[config.mk]
export PLATFORM = sky130hd
export DESIGN_NAME = ast_top
export DESIGN_NICKNAME = d
export VERILOG_FILES = /design/src/hw/ast_pkg.sv /design/src/hw/ast_fifo.sv /design/src/hw/ast_top.sv
export SDC_FILE = /design/constraint.sdc
export NUM_CORES = 1
export LEC_CHECK = 0
export BUFFER_PORTS_ARGS = -buffer_cell sky130_fd_sc_hd__buf_2
export CAP_MARGIN = 20
export CORE_UTILIZATION = 54
export DETAILED_ROUTE_END_ITERATION = 8
export GPL_TIMING_DRIVEN = 1
export PLACE_DENSITY = 0.76
export SLEW_MARGIN = 20
export SYNTH_ARGS = -nofsm -noshare
export SYNTH_HDL_FRONTEND = slang
export SYNTH_SLANG_ARGS = --single-unit
[constraint.sdc]
create_clock -name aclk -period 2.8 [get_ports aclk]
set_input_delay 0 -clock aclk [delete_from_list [all_inputs] [get_ports aclk]]
set_output_delay 0 -clock aclk [all_outputs]
set_load 0.05 [all_outputs]
[src/hw/ast_pkg.sv]
// constants and register map of the asynchronous serial transceiver
package ast_pkg;
    // ------------------------------------------------------------
    // register byte offsets
    // ------------------------------------------------------------
    localparam logic [7:0] AST_OFS_CONTROL = 8'h00;
    localparam logic [7:0] AST_OFS_STATUS = 8'h04;
    localparam logic [7:0] AST_OFS_DATA_HIGH = 8'h08;
    localparam logic [7:0] AST_OFS_DATA_LOW = 8'h0C;
    localparam logic [7:0] AST_OFS_DIVISOR = 8'h10;
    // ------------------------------------------------------------
    // field positions
    // ------------------------------------------------------------
    localparam int AST_CTL_NINE_BIT = 4;
    localparam int AST_DH_RX_NINTH = 7;
    localparam int AST_DH_TX_NINTH = 6;
    localparam int AST_ST_TX_READY = 7;
    localparam int AST_ST_TX_IDLE = 6;
    localparam int AST_ST_RX_FULL = 5;
    localparam int AST_ST_OVERRUN = 3;
    localparam int AST_ST_NOISE = 2;
    localparam int AST_ST_FRAMING = 1;
    // ------------------------------------------------------------
    // reset values and counts
    // ------------------------------------------------------------
    localparam int AST_DIV_W = 13;
    localparam logic [12:0] AST_DIV_RESET = 13'h0004;
    localparam logic [3:0] AST_TICKS_LAST = 4'hF;
    localparam logic [3:0] AST_TICK_A = 4'h7;
    localparam logic [3:0] AST_TICK_B = 4'h8;
    localparam logic [3:0] AST_TICK_C = 4'h9;
    localparam logic [3:0] AST_TICK_START_CHECK = 4'h3;
    localparam int AST_FIFO_DEPTH = 16;
    localparam logic [1:0] AST_RESP_OKAY = 2'h0;
    localparam logic [1:0] AST_RESP_SLVERR = 2'h2;
endpackage : ast_pkg

[src/hw/ast_fifo.sv]
// synchronous valid/ready fifo built from flip-flops
`timescale 1ns/10ps
`default_nettype none
module ast_fifo #(
    parameter int WIDTH = 9,
    parameter int DEPTH = 16
) (
    // clock and reset
    input wire logic aclk,
    input wire logic aresetn,
    // fill side
    input wire logic in_valid,
    output logic in_ready,
    input wire logic [WIDTH-1:0] in_data,
    // drain side
    output logic out_valid,
    input wire logic out_ready,
    output logic [WIDTH-1:0] out_data
);
    localparam int AW = $clog2(DEPTH);
    logic [WIDTH-1:0] mem_reg [DEPTH];
    logic [AW-1:0] wr_ptr_reg;
    logic [AW-1:0] rd_ptr_reg;
    logic [AW:0] count_reg;
    logic push;
    logic pop;

    // handshake terms with honest full and empty
    assign in_ready = (count_reg != (AW+1)'(DEPTH));
    assign out_valid = (count_reg != '0);
    assign out_data = mem_reg[rd_ptr_reg];
    assign push = in_valid && in_ready;
    assign pop = out_valid && out_ready;

    // storage write
    always_ff @(posedge aclk) begin
        if (push) begin
            mem_reg[wr_ptr_reg] <= in_data;
        end
    end

    // pointers and fill level
    always_ff @(posedge aclk) begin
        if (!aresetn) begin
            wr_ptr_reg <= '0;
            rd_ptr_reg <= '0;
            count_reg <= '0;
        end else begin
            if (push) begin
                wr_ptr_reg <= (wr_ptr_reg == AW'(DEPTH-1)) ? '0 : wr_ptr_reg + 1'b1;
            end
            if (pop) begin
                rd_ptr_reg <= (rd_ptr_reg == AW'(DEPTH-1)) ? '0 : rd_ptr_reg + 1'b1;
            end
            if (push && !pop) begin
                count_reg <= count_reg + 1'b1;
            end else if (pop && !push) begin
                count_reg <= count_reg - 1'b1;
            end
        end
    end
endmodule : ast_fifo
`default_nettype wire

[src/hw/ast_top.sv]
// asynchronous serial transceiver with axi4-lite register slave
//
// Local design decisions: the register addresses and register access over AXI4-Lite.
`timescale 1ns/10ps
`default_nettype none
module ast_top #(
    parameter int FIFO_DEPTH = ast_pkg::AST_FIFO_DEPTH
) (
    // clock and reset
    input wire logic aclk,
    input wire logic aresetn,
    // axi4-lite write address
    input wire logic [7:0] s_axi_awaddr,
    input wire logic s_axi_awvalid,
    output logic s_axi_awready,
    // axi4-lite write data
    input wire logic [31:0] s_axi_wdata,
    input wire logic [3:0] s_axi_wstrb,
    input wire logic s_axi_wvalid,
    output logic s_axi_wready,
    // axi4-lite write response
    output logic [1:0] s_axi_bresp,
    output logic s_axi_bvalid,
    input wire logic s_axi_bready,
    // axi4-lite read address
    input wire logic [7:0] s_axi_araddr,
    input wire logic s_axi_arvalid,
    output logic s_axi_arready,
    // axi4-lite read data
    output logic [31:0] s_axi_rdata,
    output logic [1:0] s_axi_rresp,
    output logic s_axi_rvalid,
    input wire logic s_axi_rready,
    // serial line
    input wire logic rx_pin,
    output logic tx_pin
);
    import ast_pkg::*;

    // ------------------------------------------------------------
    // register state
    // ------------------------------------------------------------
    logic nine_bit_reg;
    logic [AST_DIV_W-1:0] divisor_reg;
    logic tx_ninth_bit_reg;
    logic rx_ninth_bit_reg;
    logic [7:0] rx_data_reg;
    logic rx_full_flag_reg;
    logic noise_flag_reg;
    logic framing_flag_reg;
    logic overrun_flag_reg;
    logic status_seen_reg;
    logic aw_held_reg;
    logic [7:0] aw_addr_reg;
    logic w_held_reg;
    logic [31:0] w_data_reg;
    logic [3:0] w_strb_reg;

    // ------------------------------------------------------------
    // axi4-lite write path
    // ------------------------------------------------------------
    logic wr_fire;
    logic wr_low_data;
    logic fifo_in_ready;
    logic fifo_out_valid;
    logic fifo_out_ready;
    logic [8:0] fifo_out_data;

    // a data-low write waits while the fifo is full, so back-pressure reaches the master
    assign wr_low_data = (aw_addr_reg == AST_OFS_DATA_LOW) && w_strb_reg[0];
    assign wr_fire = aw_held_reg && w_held_reg && !s_axi_bvalid
        && (!wr_low_data || fifo_in_ready);

    // address and data accepted in either order
    always_ff @(posedge aclk) begin
        if (!aresetn) begin
            aw_held_reg <= 1'b0;
            w_held_reg <= 1'b0;
            aw_addr_reg <= 8'h00;
            w_data_reg <= 32'h0000_0000;
            w_strb_reg <= 4'h0;
            s_axi_awready <= 1'b0;
            s_axi_wready <= 1'b0;
            s_axi_bvalid <= 1'b0;
            s_axi_bresp <= AST_RESP_OKAY;
        end else begin
            s_axi_awready <= !aw_held_reg && !s_axi_awready && !s_axi_bvalid;
            s_axi_wready <= !w_held_reg && !s_axi_wready && !s_axi_bvalid;
            if (s_axi_awvalid && s_axi_awready) begin
                aw_held_reg <= 1'b1;
                aw_addr_reg <= {s_axi_awaddr[7:2], 2'b00};
            end
            if (s_axi_wvalid && s_axi_wready) begin
                w_held_reg <= 1'b1;
                w_data_reg <= s_axi_wdata;
                w_strb_reg <= s_axi_wstrb;
            end
            if (wr_fire) begin
                aw_held_reg <= 1'b0;
                w_held_reg <= 1'b0;
                s_axi_bvalid <= 1'b1;
                case (aw_addr_reg)
                    AST_OFS_CONTROL, AST_OFS_STATUS, AST_OFS_DATA_HIGH,
                    AST_OFS_DATA_LOW, AST_OFS_DIVISOR: s_axi_bresp <= AST_RESP_OKAY;
                    default: s_axi_bresp <= AST_RESP_SLVERR;
                endcase
            end else if (s_axi_bvalid && s_axi_bready) begin
                s_axi_bvalid <= 1'b0;
            end
        end
    end

    // writable configuration fields
    always_ff @(posedge aclk) begin
        if (!aresetn) begin
            nine_bit_reg <= 1'b0;
            divisor_reg <= AST_DIV_RESET;
            tx_ninth_bit_reg <= 1'b0;
        end else if (wr_fire) begin
            if (aw_addr_reg == AST_OFS_CONTROL && w_strb_reg[0]) begin
                nine_bit_reg <= w_data_reg[AST_CTL_NINE_BIT];
            end
            if (aw_addr_reg == AST_OFS_DATA_HIGH && w_strb_reg[0]) begin
                tx_ninth_bit_reg <= w_data_reg[AST_DH_TX_NINTH];
            end
            if (aw_addr_reg == AST_OFS_DIVISOR) begin
                if (w_strb_reg[0]) begin
                    divisor_reg[7:0] <= w_data_reg[7:0];
                end
                if (w_strb_reg[1]) begin
                    divisor_reg[12:8] <= w_data_reg[12:8];
                end
            end
        end
    end

    // ------------------------------------------------------------
    // transmit buffer: low write pushes ninth bit plus byte
    // ------------------------------------------------------------
    ast_fifo #(
        .WIDTH(9),
        .DEPTH(FIFO_DEPTH)
    ) u_tx_fifo (
        .aclk(aclk),
        .aresetn(aresetn),
        .in_valid(wr_fire && wr_low_data),
        .in_ready(fifo_in_ready),
        .in_data({tx_ninth_bit_reg, w_data_reg[7:0]}),
        .out_valid(fifo_out_valid),
        .out_ready(fifo_out_ready),
        .out_data(fifo_out_data)
    );

    // ------------------------------------------------------------
    // baud tick: sixteen ticks per bit
    // ------------------------------------------------------------
    logic [AST_DIV_W-1:0] baud_cnt_reg;
    logic tick_reg;

    // divisor of zero holds the ticks off
    always_ff @(posedge aclk) begin
        if (!aresetn) begin
            baud_cnt_reg <= '0;
            tick_reg <= 1'b0;
        end else if (divisor_reg == '0) begin
            baud_cnt_reg <= '0;
            tick_reg <= 1'b0;
        end else if (baud_cnt_reg >= divisor_reg - 1'b1) begin
            baud_cnt_reg <= '0;
            tick_reg <= 1'b1;
        end else begin
            baud_cnt_reg <= baud_cnt_reg + 1'b1;
            tick_reg <= 1'b0;
        end
    end

    // ------------------------------------------------------------
    // transmitter
    // ------------------------------------------------------------
    logic [10:0] tx_shift_reg;
    logic [3:0] tx_bits_reg;
    logic [3:0] tx_sub_reg;
    logic tx_busy_reg;

    assign fifo_out_ready = !tx_busy_reg;

    // shift stop, data and start out lsb first
    always_ff @(posedge aclk) begin
        if (!aresetn) begin
            tx_shift_reg <= '1;
            tx_bits_reg <= 4'h0;
            tx_sub_reg <= 4'h0;
            tx_busy_reg <= 1'b0;
            tx_pin <= 1'b1;
        end else if (!tx_busy_reg) begin
            tx_pin <= 1'b1;
            if (fifo_out_valid) begin
                tx_busy_reg <= 1'b1;
                tx_sub_reg <= 4'h0;
                if (nine_bit_reg) begin
                    tx_shift_reg <= {1'b1, fifo_out_data, 1'b0};
                    tx_bits_reg <= 4'hB;
                end else begin
                    tx_shift_reg <= {2'b11, fifo_out_data[7:0], 1'b0};
                    tx_bits_reg <= 4'hA;
                end
            end
        end else begin
            tx_pin <= tx_shift_reg[0];
            if (tick_reg) begin
                tx_sub_reg <= tx_sub_reg + 1'b1;
                if (tx_sub_reg == AST_TICKS_LAST) begin
                    tx_shift_reg <= {1'b1, tx_shift_reg[10:1]};
                    tx_bits_reg <= tx_bits_reg - 1'b1;
                    if (tx_bits_reg == 4'h1) begin
                        tx_busy_reg <= 1'b0;
                    end
                end
            end
        end
    end

    // ------------------------------------------------------------
    // receive pin synchroniser: three stages, second and third agree
    // ------------------------------------------------------------
    logic [2:0] rx_sync_reg;
    logic rx_level_reg;

    always_ff @(posedge aclk) begin
        if (!aresetn) begin
            rx_sync_reg <= 3'b111;
            rx_level_reg <= 1'b1;
        end else begin
            rx_sync_reg <= {rx_sync_reg[1:0], rx_pin};
            if (rx_sync_reg[1] == rx_sync_reg[2]) begin
                rx_level_reg <= rx_sync_reg[2];
            end
        end
    end

    // ------------------------------------------------------------
    // receiver state machine
    // ------------------------------------------------------------
    typedef enum logic [3:0] {
        AST_RX_IDLE = 4'b0001,
        AST_RX_START = 4'b0010,
        AST_RX_DATA = 4'b0100,
        AST_RX_STOP = 4'b1000
    } ast_rx_state_type;

    ast_rx_state_type rx_state_reg;
    logic [3:0] rx_sub_reg;
    logic [3:0] rx_bit_reg;
    logic [2:0] rx_samp_reg;
    logic [8:0] rx_shift_reg;
    logic rx_noise_reg;
    logic rx_done;
    logic rx_frame_err;
    logic majority;
    logic disagree;

    // majority and disagreement of the three mid-bit samples
    assign majority = (rx_samp_reg[2] & rx_samp_reg[1]) | (rx_samp_reg[2] & rx_samp_reg[0])
        | (rx_samp_reg[1] & rx_samp_reg[0]);
    assign disagree = (rx_samp_reg != 3'b000) && (rx_samp_reg != 3'b111);
    assign rx_done = tick_reg && (rx_state_reg == AST_RX_STOP)
        && (rx_sub_reg == AST_TICKS_LAST);
    assign rx_frame_err = !majority;

    // sample ticks and bit assembly
    always_ff @(posedge aclk) begin
        if (!aresetn) begin
            rx_state_reg <= AST_RX_IDLE;
            rx_sub_reg <= 4'h0;
            rx_bit_reg <= 4'h0;
            rx_samp_reg <= 3'b000;
            rx_shift_reg <= '0;
            rx_noise_reg <= 1'b0;
        end else if (tick_reg) begin
            rx_sub_reg <= rx_sub_reg + 1'b1;
            if (rx_sub_reg == AST_TICK_A || rx_sub_reg == AST_TICK_B
                    || rx_sub_reg == AST_TICK_C) begin
                rx_samp_reg <= {rx_samp_reg[1:0], rx_level_reg};
            end
            case (rx_state_reg)
                AST_RX_IDLE: begin
                    rx_sub_reg <= 4'h0;
                    if (!rx_level_reg) begin
                        rx_state_reg <= AST_RX_START;
                        rx_noise_reg <= 1'b0;
                    end
                end
                AST_RX_START: begin
                    // early check rejects a glitch before the start is verified
                    if (rx_sub_reg == AST_TICK_START_CHECK && rx_level_reg) begin
                        rx_state_reg <= AST_RX_IDLE;
                    end else if (rx_sub_reg == AST_TICKS_LAST) begin
                        rx_noise_reg <= rx_samp_reg != 3'b000;
                        rx_state_reg <= AST_RX_DATA;
                        rx_bit_reg <= 4'h0;
                    end
                end
                AST_RX_DATA: begin
                    if (rx_sub_reg == AST_TICKS_LAST) begin
                        rx_shift_reg <= {majority, rx_shift_reg[8:1]};
                        rx_noise_reg <= rx_noise_reg | disagree;
                        rx_bit_reg <= rx_bit_reg + 1'b1;
                        if (rx_bit_reg == (nine_bit_reg ? 4'h8 : 4'h7)) begin
                            rx_state_reg <= AST_RX_STOP;
                        end
                    end
                end
                AST_RX_STOP: begin
                    if (rx_sub_reg == AST_TICKS_LAST) begin
                        rx_state_reg <= AST_RX_IDLE;
                    end
                end
                default: rx_state_reg <= AST_RX_IDLE;
            endcase
        end
    end

    // ------------------------------------------------------------
    // axi4-lite read path and receive flags
    // ------------------------------------------------------------
    logic rd_take;
    logic rd_data_clear;

    assign rd_take = s_axi_arvalid && s_axi_arready;
    assign rd_data_clear = rd_take && ({s_axi_araddr[7:2], 2'b00} == AST_OFS_DATA_LOW)
        && status_seen_reg;

    // frame completion wins over a clearing read in the same cycle
    always_ff @(posedge aclk) begin
        if (!aresetn) begin
            rx_data_reg <= 8'h00;
            rx_ninth_bit_reg <= 1'b0;
            rx_full_flag_reg <= 1'b0;
            noise_flag_reg <= 1'b0;
            framing_flag_reg <= 1'b0;
            overrun_flag_reg <= 1'b0;
            status_seen_reg <= 1'b0;
        end else if (rx_done) begin
            if (rx_full_flag_reg && !rd_data_clear) begin
                overrun_flag_reg <= 1'b1;
            end else begin
                rx_data_reg <= nine_bit_reg ? rx_shift_reg[7:0] : rx_shift_reg[8:1];
                rx_ninth_bit_reg <= nine_bit_reg & rx_shift_reg[8];
                rx_full_flag_reg <= 1'b1;
                noise_flag_reg <= rx_noise_reg | disagree;
                framing_flag_reg <= rx_frame_err;
                overrun_flag_reg <= 1'b0;
            end
            status_seen_reg <= 1'b0;
        end else if (rd_take) begin
            if ({s_axi_araddr[7:2], 2'b00} == AST_OFS_STATUS) begin
                status_seen_reg <= rx_full_flag_reg;
            end else if (rd_data_clear) begin
                rx_full_flag_reg <= 1'b0;
                noise_flag_reg <= 1'b0;
                framing_flag_reg <= 1'b0;
                overrun_flag_reg <= 1'b0;
                status_seen_reg <= 1'b0;
            end
        end
    end

    // read answer one cycle after the address is taken
    always_ff @(posedge aclk) begin
        if (!aresetn) begin
            s_axi_arready <= 1'b0;
            s_axi_rvalid <= 1'b0;
            s_axi_rdata <= 32'h0000_0000;
            s_axi_rresp <= AST_RESP_OKAY;
        end else begin
            s_axi_arready <= !s_axi_arready && !s_axi_rvalid;
            if (rd_take) begin
                s_axi_rvalid <= 1'b1;
                s_axi_rresp <= AST_RESP_OKAY;
                s_axi_rdata <= 32'h0000_0000;
                case ({s_axi_araddr[7:2], 2'b00})
                    AST_OFS_CONTROL: s_axi_rdata[AST_CTL_NINE_BIT] <= nine_bit_reg;
                    AST_OFS_STATUS: begin
                        s_axi_rdata[AST_ST_TX_READY] <= fifo_in_ready;
                        s_axi_rdata[AST_ST_TX_IDLE] <= !tx_busy_reg && !fifo_out_valid;
                        s_axi_rdata[AST_ST_RX_FULL] <= rx_full_flag_reg;
                        s_axi_rdata[AST_ST_OVERRUN] <= overrun_flag_reg;
                        s_axi_rdata[AST_ST_NOISE] <= noise_flag_reg;
                        s_axi_rdata[AST_ST_FRAMING] <= framing_flag_reg;
                    end
                    AST_OFS_DATA_HIGH: s_axi_rdata[AST_DH_RX_NINTH] <= rx_ninth_bit_reg;
                    AST_OFS_DATA_LOW: s_axi_rdata[7:0] <= rx_data_reg;
                    AST_OFS_DIVISOR: s_axi_rdata[AST_DIV_W-1:0] <= divisor_reg;
                    default: s_axi_rresp <= AST_RESP_SLVERR;
                endcase
            end else if (s_axi_rvalid && s_axi_rready) begin
                s_axi_rvalid <= 1'b0;
            end
        end
    end
endmodule : ast_top
`default_nettype wire

==> reports/results.tsv <==
metric	value	unit
Inserted Diodes	0	
total gr overflow	0	
overall power	0.0108	W
crit path max fanout	3	
switching part of the total	27.3	%
worst endpoint required time	3290	ps
sequential share of power	45.7	%
Final Hold Fails	0	
Worst setup endpoint	u_tx_fifo.count_reg[4]	
Row Count	56	
clk slew on worst S/H paths	60	ps
most common cell in the netlist	dfxtp_1	
layout cells sized above 1	17.0	%
Seq. cell area	7370	µm²
Netlist cell types	70	
FFs w/ async S/R, synth	0	%
first-pass GRT wire length	45.2	mm
Yosys top cell by area	edfxtp_1	
Detail Placement HPWL	17.5	mm
largest net degree at the start of global routing	49	
reg2reg path depth	11	
initial antenna violation count	0	
Mapped Area	12900	µm²
setup ws final	109	ps
overall routing resource usage	24.0	%
Core Box Area	23400	µm²
Die H	156	µm
RSZ-0062 raised after global routing	true	
crit start category	flip-flop	
via count	8745	
Slew Limit Fails	0	
Worst-Skew Late Latency	570	ps
Area growth syn-to-layout	16.7	%
Tmin final	2690	ps
critical path endpoint category	flip-flop	
Routed WL per cell	18.7	µm
reg2reg start	aw_addr_reg[6]	
yosys warns	0	
Slew Limit Headroom	30.1	%
TritonCTS clock tree	done	
status	finished clean	
Worst Path Arrival	3180	ps
Starting DRT DRC Count	711	
root cell of the clock tree	clkbuf_16	
Post-synth top flop	dfxtp_1	
# Max-Cap Violations	0	
top cell type's share of synthesized area	33.6	%
Seq/Total Area, Yosys	57.2	%
Clk pwr share	37.1	%
# fillers	1713	
FF+latch count, synth	296	
Synth area leaders	edfxtp_1, dfxtp_1, mux4_2	
pre-CTS setup slack	5.88	ps
WHS	36.5	ps
Placer Congestion	0.843	
die width	156	µm
Setup Viol. Count Final	0	
Worst Tran Pin Value	1040	ps
worst flop-to-flop path endpoint	u_tx_fifo.count_reg[4]	
Starting Density	55.0	%
routed vias/inst	5.72	
DR DRC count	0	
CTS HTree Levels	1	
max reg flops	144	
multi-input gate area in the final layout	5200	µm²
Final ANT Viol Nets	0	
Max VDD drop	514	µV
mean post-synth cell area	11.9	µm²
Worst Clk Skew	17.9	ps
Nets	1279	
CP Class	flip-flop to flip-flop	
Setup crit start	aw_addr_reg[6]	
DRT Pass-1 Iters	5	
R2R setup slack	110	ps
vias in the first global route	8420	
Final period util	96.1	%
EDFF count, synth	144	
synth cell count leaders	dfxtp_1, edfxtp_1, nand2_1	
Cell Int Power	0.00789	W
Gate power share	17.3	%
f_max	372	MHz
worst hold path type	input port to flip-flop	
switching power	0.00296	W
Die Area	24500	µm²
CTS max path bufs	3	
DRT Wirelength	28.6	mm
buffers added on ports	55	
clk sink count	296	
setup TNS	0	ps
Top Ports	102	
Power per Cell Area	722	nW/µm²
Num CTS Buffers	30	
leakage power	5.71	nW
Cells after Synth	1079	
-- worst min path at each step --
stage,startpoint,to,slack [ps],cells past startpoint
CTS,s_axi_arvalid,s_axi_rdata[11],10,4
global route,s_axi_arvalid,s_axi_rdata[8],70,4
global placement,rx_pin,rx_sync_reg[0],200,2
floorplan,rx_pin,rx_sync_reg[0],100,1
detailed placement,rx_pin,rx_sync_reg[0],200,2
finish,s_axi_arvalid,s_axi_rdata[12],40,4
-- layer usage --
layer  GRT usage [%]  part of all wire, %  wire, µm
met1            32.8                   43     12400
met2            39.5                   48     13700
met3            4.13                  6.8      1940
met4            6.30                  1.9       545
met5               0                    0         0
-- stage by stage --
stage | util [%] | cells | instance area [µm²]
after floorplan | - | 1099 | 13000
after global placement | 57.8 | 1429 | 13500
after detailed placement | 57.8 | 1429 | 13500
after CTS | 63.9 | 1526 | 14900
after global routing | 64.2 | 1529 | 15000
final | 64.2 | 1529 | 15000
-- power by group through the flow --
stage                     sequential, W  combinational [W]  clock [W]
final                           0.00495            0.00187    0.00402
after global routing            0.00498            0.00205    0.00425
after CTS                       0.00494            0.00183    0.00408
after detailed placement        0.00503            0.00176          0
after global placement          0.00502            0.00173          0
after floorplan                 0.00496            0.00134          0
-- cell families after synthesis --
| family | Yosys count | synth area share, % |
|---|---|---|
| simple gates | 346 | 13.8 |
| flops | 296 | 57.2 |
| compound gates | 182 | 9.87 |
| buf+inv | 94 | 3.48 |
| mux | 93 | 10.0 |
| fa+ha+maj | 34 | 3.34 |
| xor+xnor | 33 | 2.25 |
| other cells | 1 | 0.0291 |
-- layout by cell type, fill, tap and decap left out, drive strengths merged, types with 4 or more instances in the layout --
| cell | n |
|---|---|
| dlygate4sd3 | 41 |
| nor4b | 6 |
| nor2b | 45 |
| edfxtp | 144 |
| a22oi | 7 |
| and2 | 11 |
| ha | 32 |
| conb | 21 |
| mux2i | 59 |
| mux2 | 6 |
| clkinv | 10 |
| clkinvlp | 4 |
| xor2 | 15 |
| nor2 | 57 |
| nor3 | 15 |
| a21oi | 31 |
| a221oi | 4 |
| and3 | 13 |
| inv | 16 |
| mux4 | 28 |
| nor3b | 7 |
| a21o | 15 |
| o21ai | 28 |
| nand2b | 11 |
| nand2 | 107 |
| nand3 | 37 |
| xnor2 | 18 |
| o211ai | 6 |
| dfxtp | 152 |
| or3 | 5 |
| nand4 | 8 |
| clkbuf | 37 |
| a211oi | 7 |
| a21boi | 38 |
| buf | 94 |
| o211a | 12 |
| o22ai | 12 |
| nor4 | 7 |
-- worst max-delay path: stages (launching register included) --
cell	delay, ps
dfxtp_1	350
nor4_4	320
o2111a_1	250
ha_2	200
inv_1	60
buf_4	140
fa_1	390
a21o_1	200
a21oi_1	170
xnor2_1	90
or3_1	310
a21boi_1	140
-- layout make-up --
cell class                 count  share of cell area (%)
inverter                      14                   0.350
clock inverter                19                    1.32
clock buffer                  37                    5.31
timing repair buffer         135                    6.61
tap                          319                    2.66
multi-input combinational    709                    34.7
sequential                   296                    49.1
-- what timing repair did --
item / 4_1_cts / 5_1_grt
hold endpoints to repair: 64 / 0
hold buffers: 41 / 0
setup endpoints to repair: 1 / 15
buffers inserted: 0 / 3
resized for setup: 2 / 14
pin swaps: 0 / 5
Power figures use the tool's default switching activity.
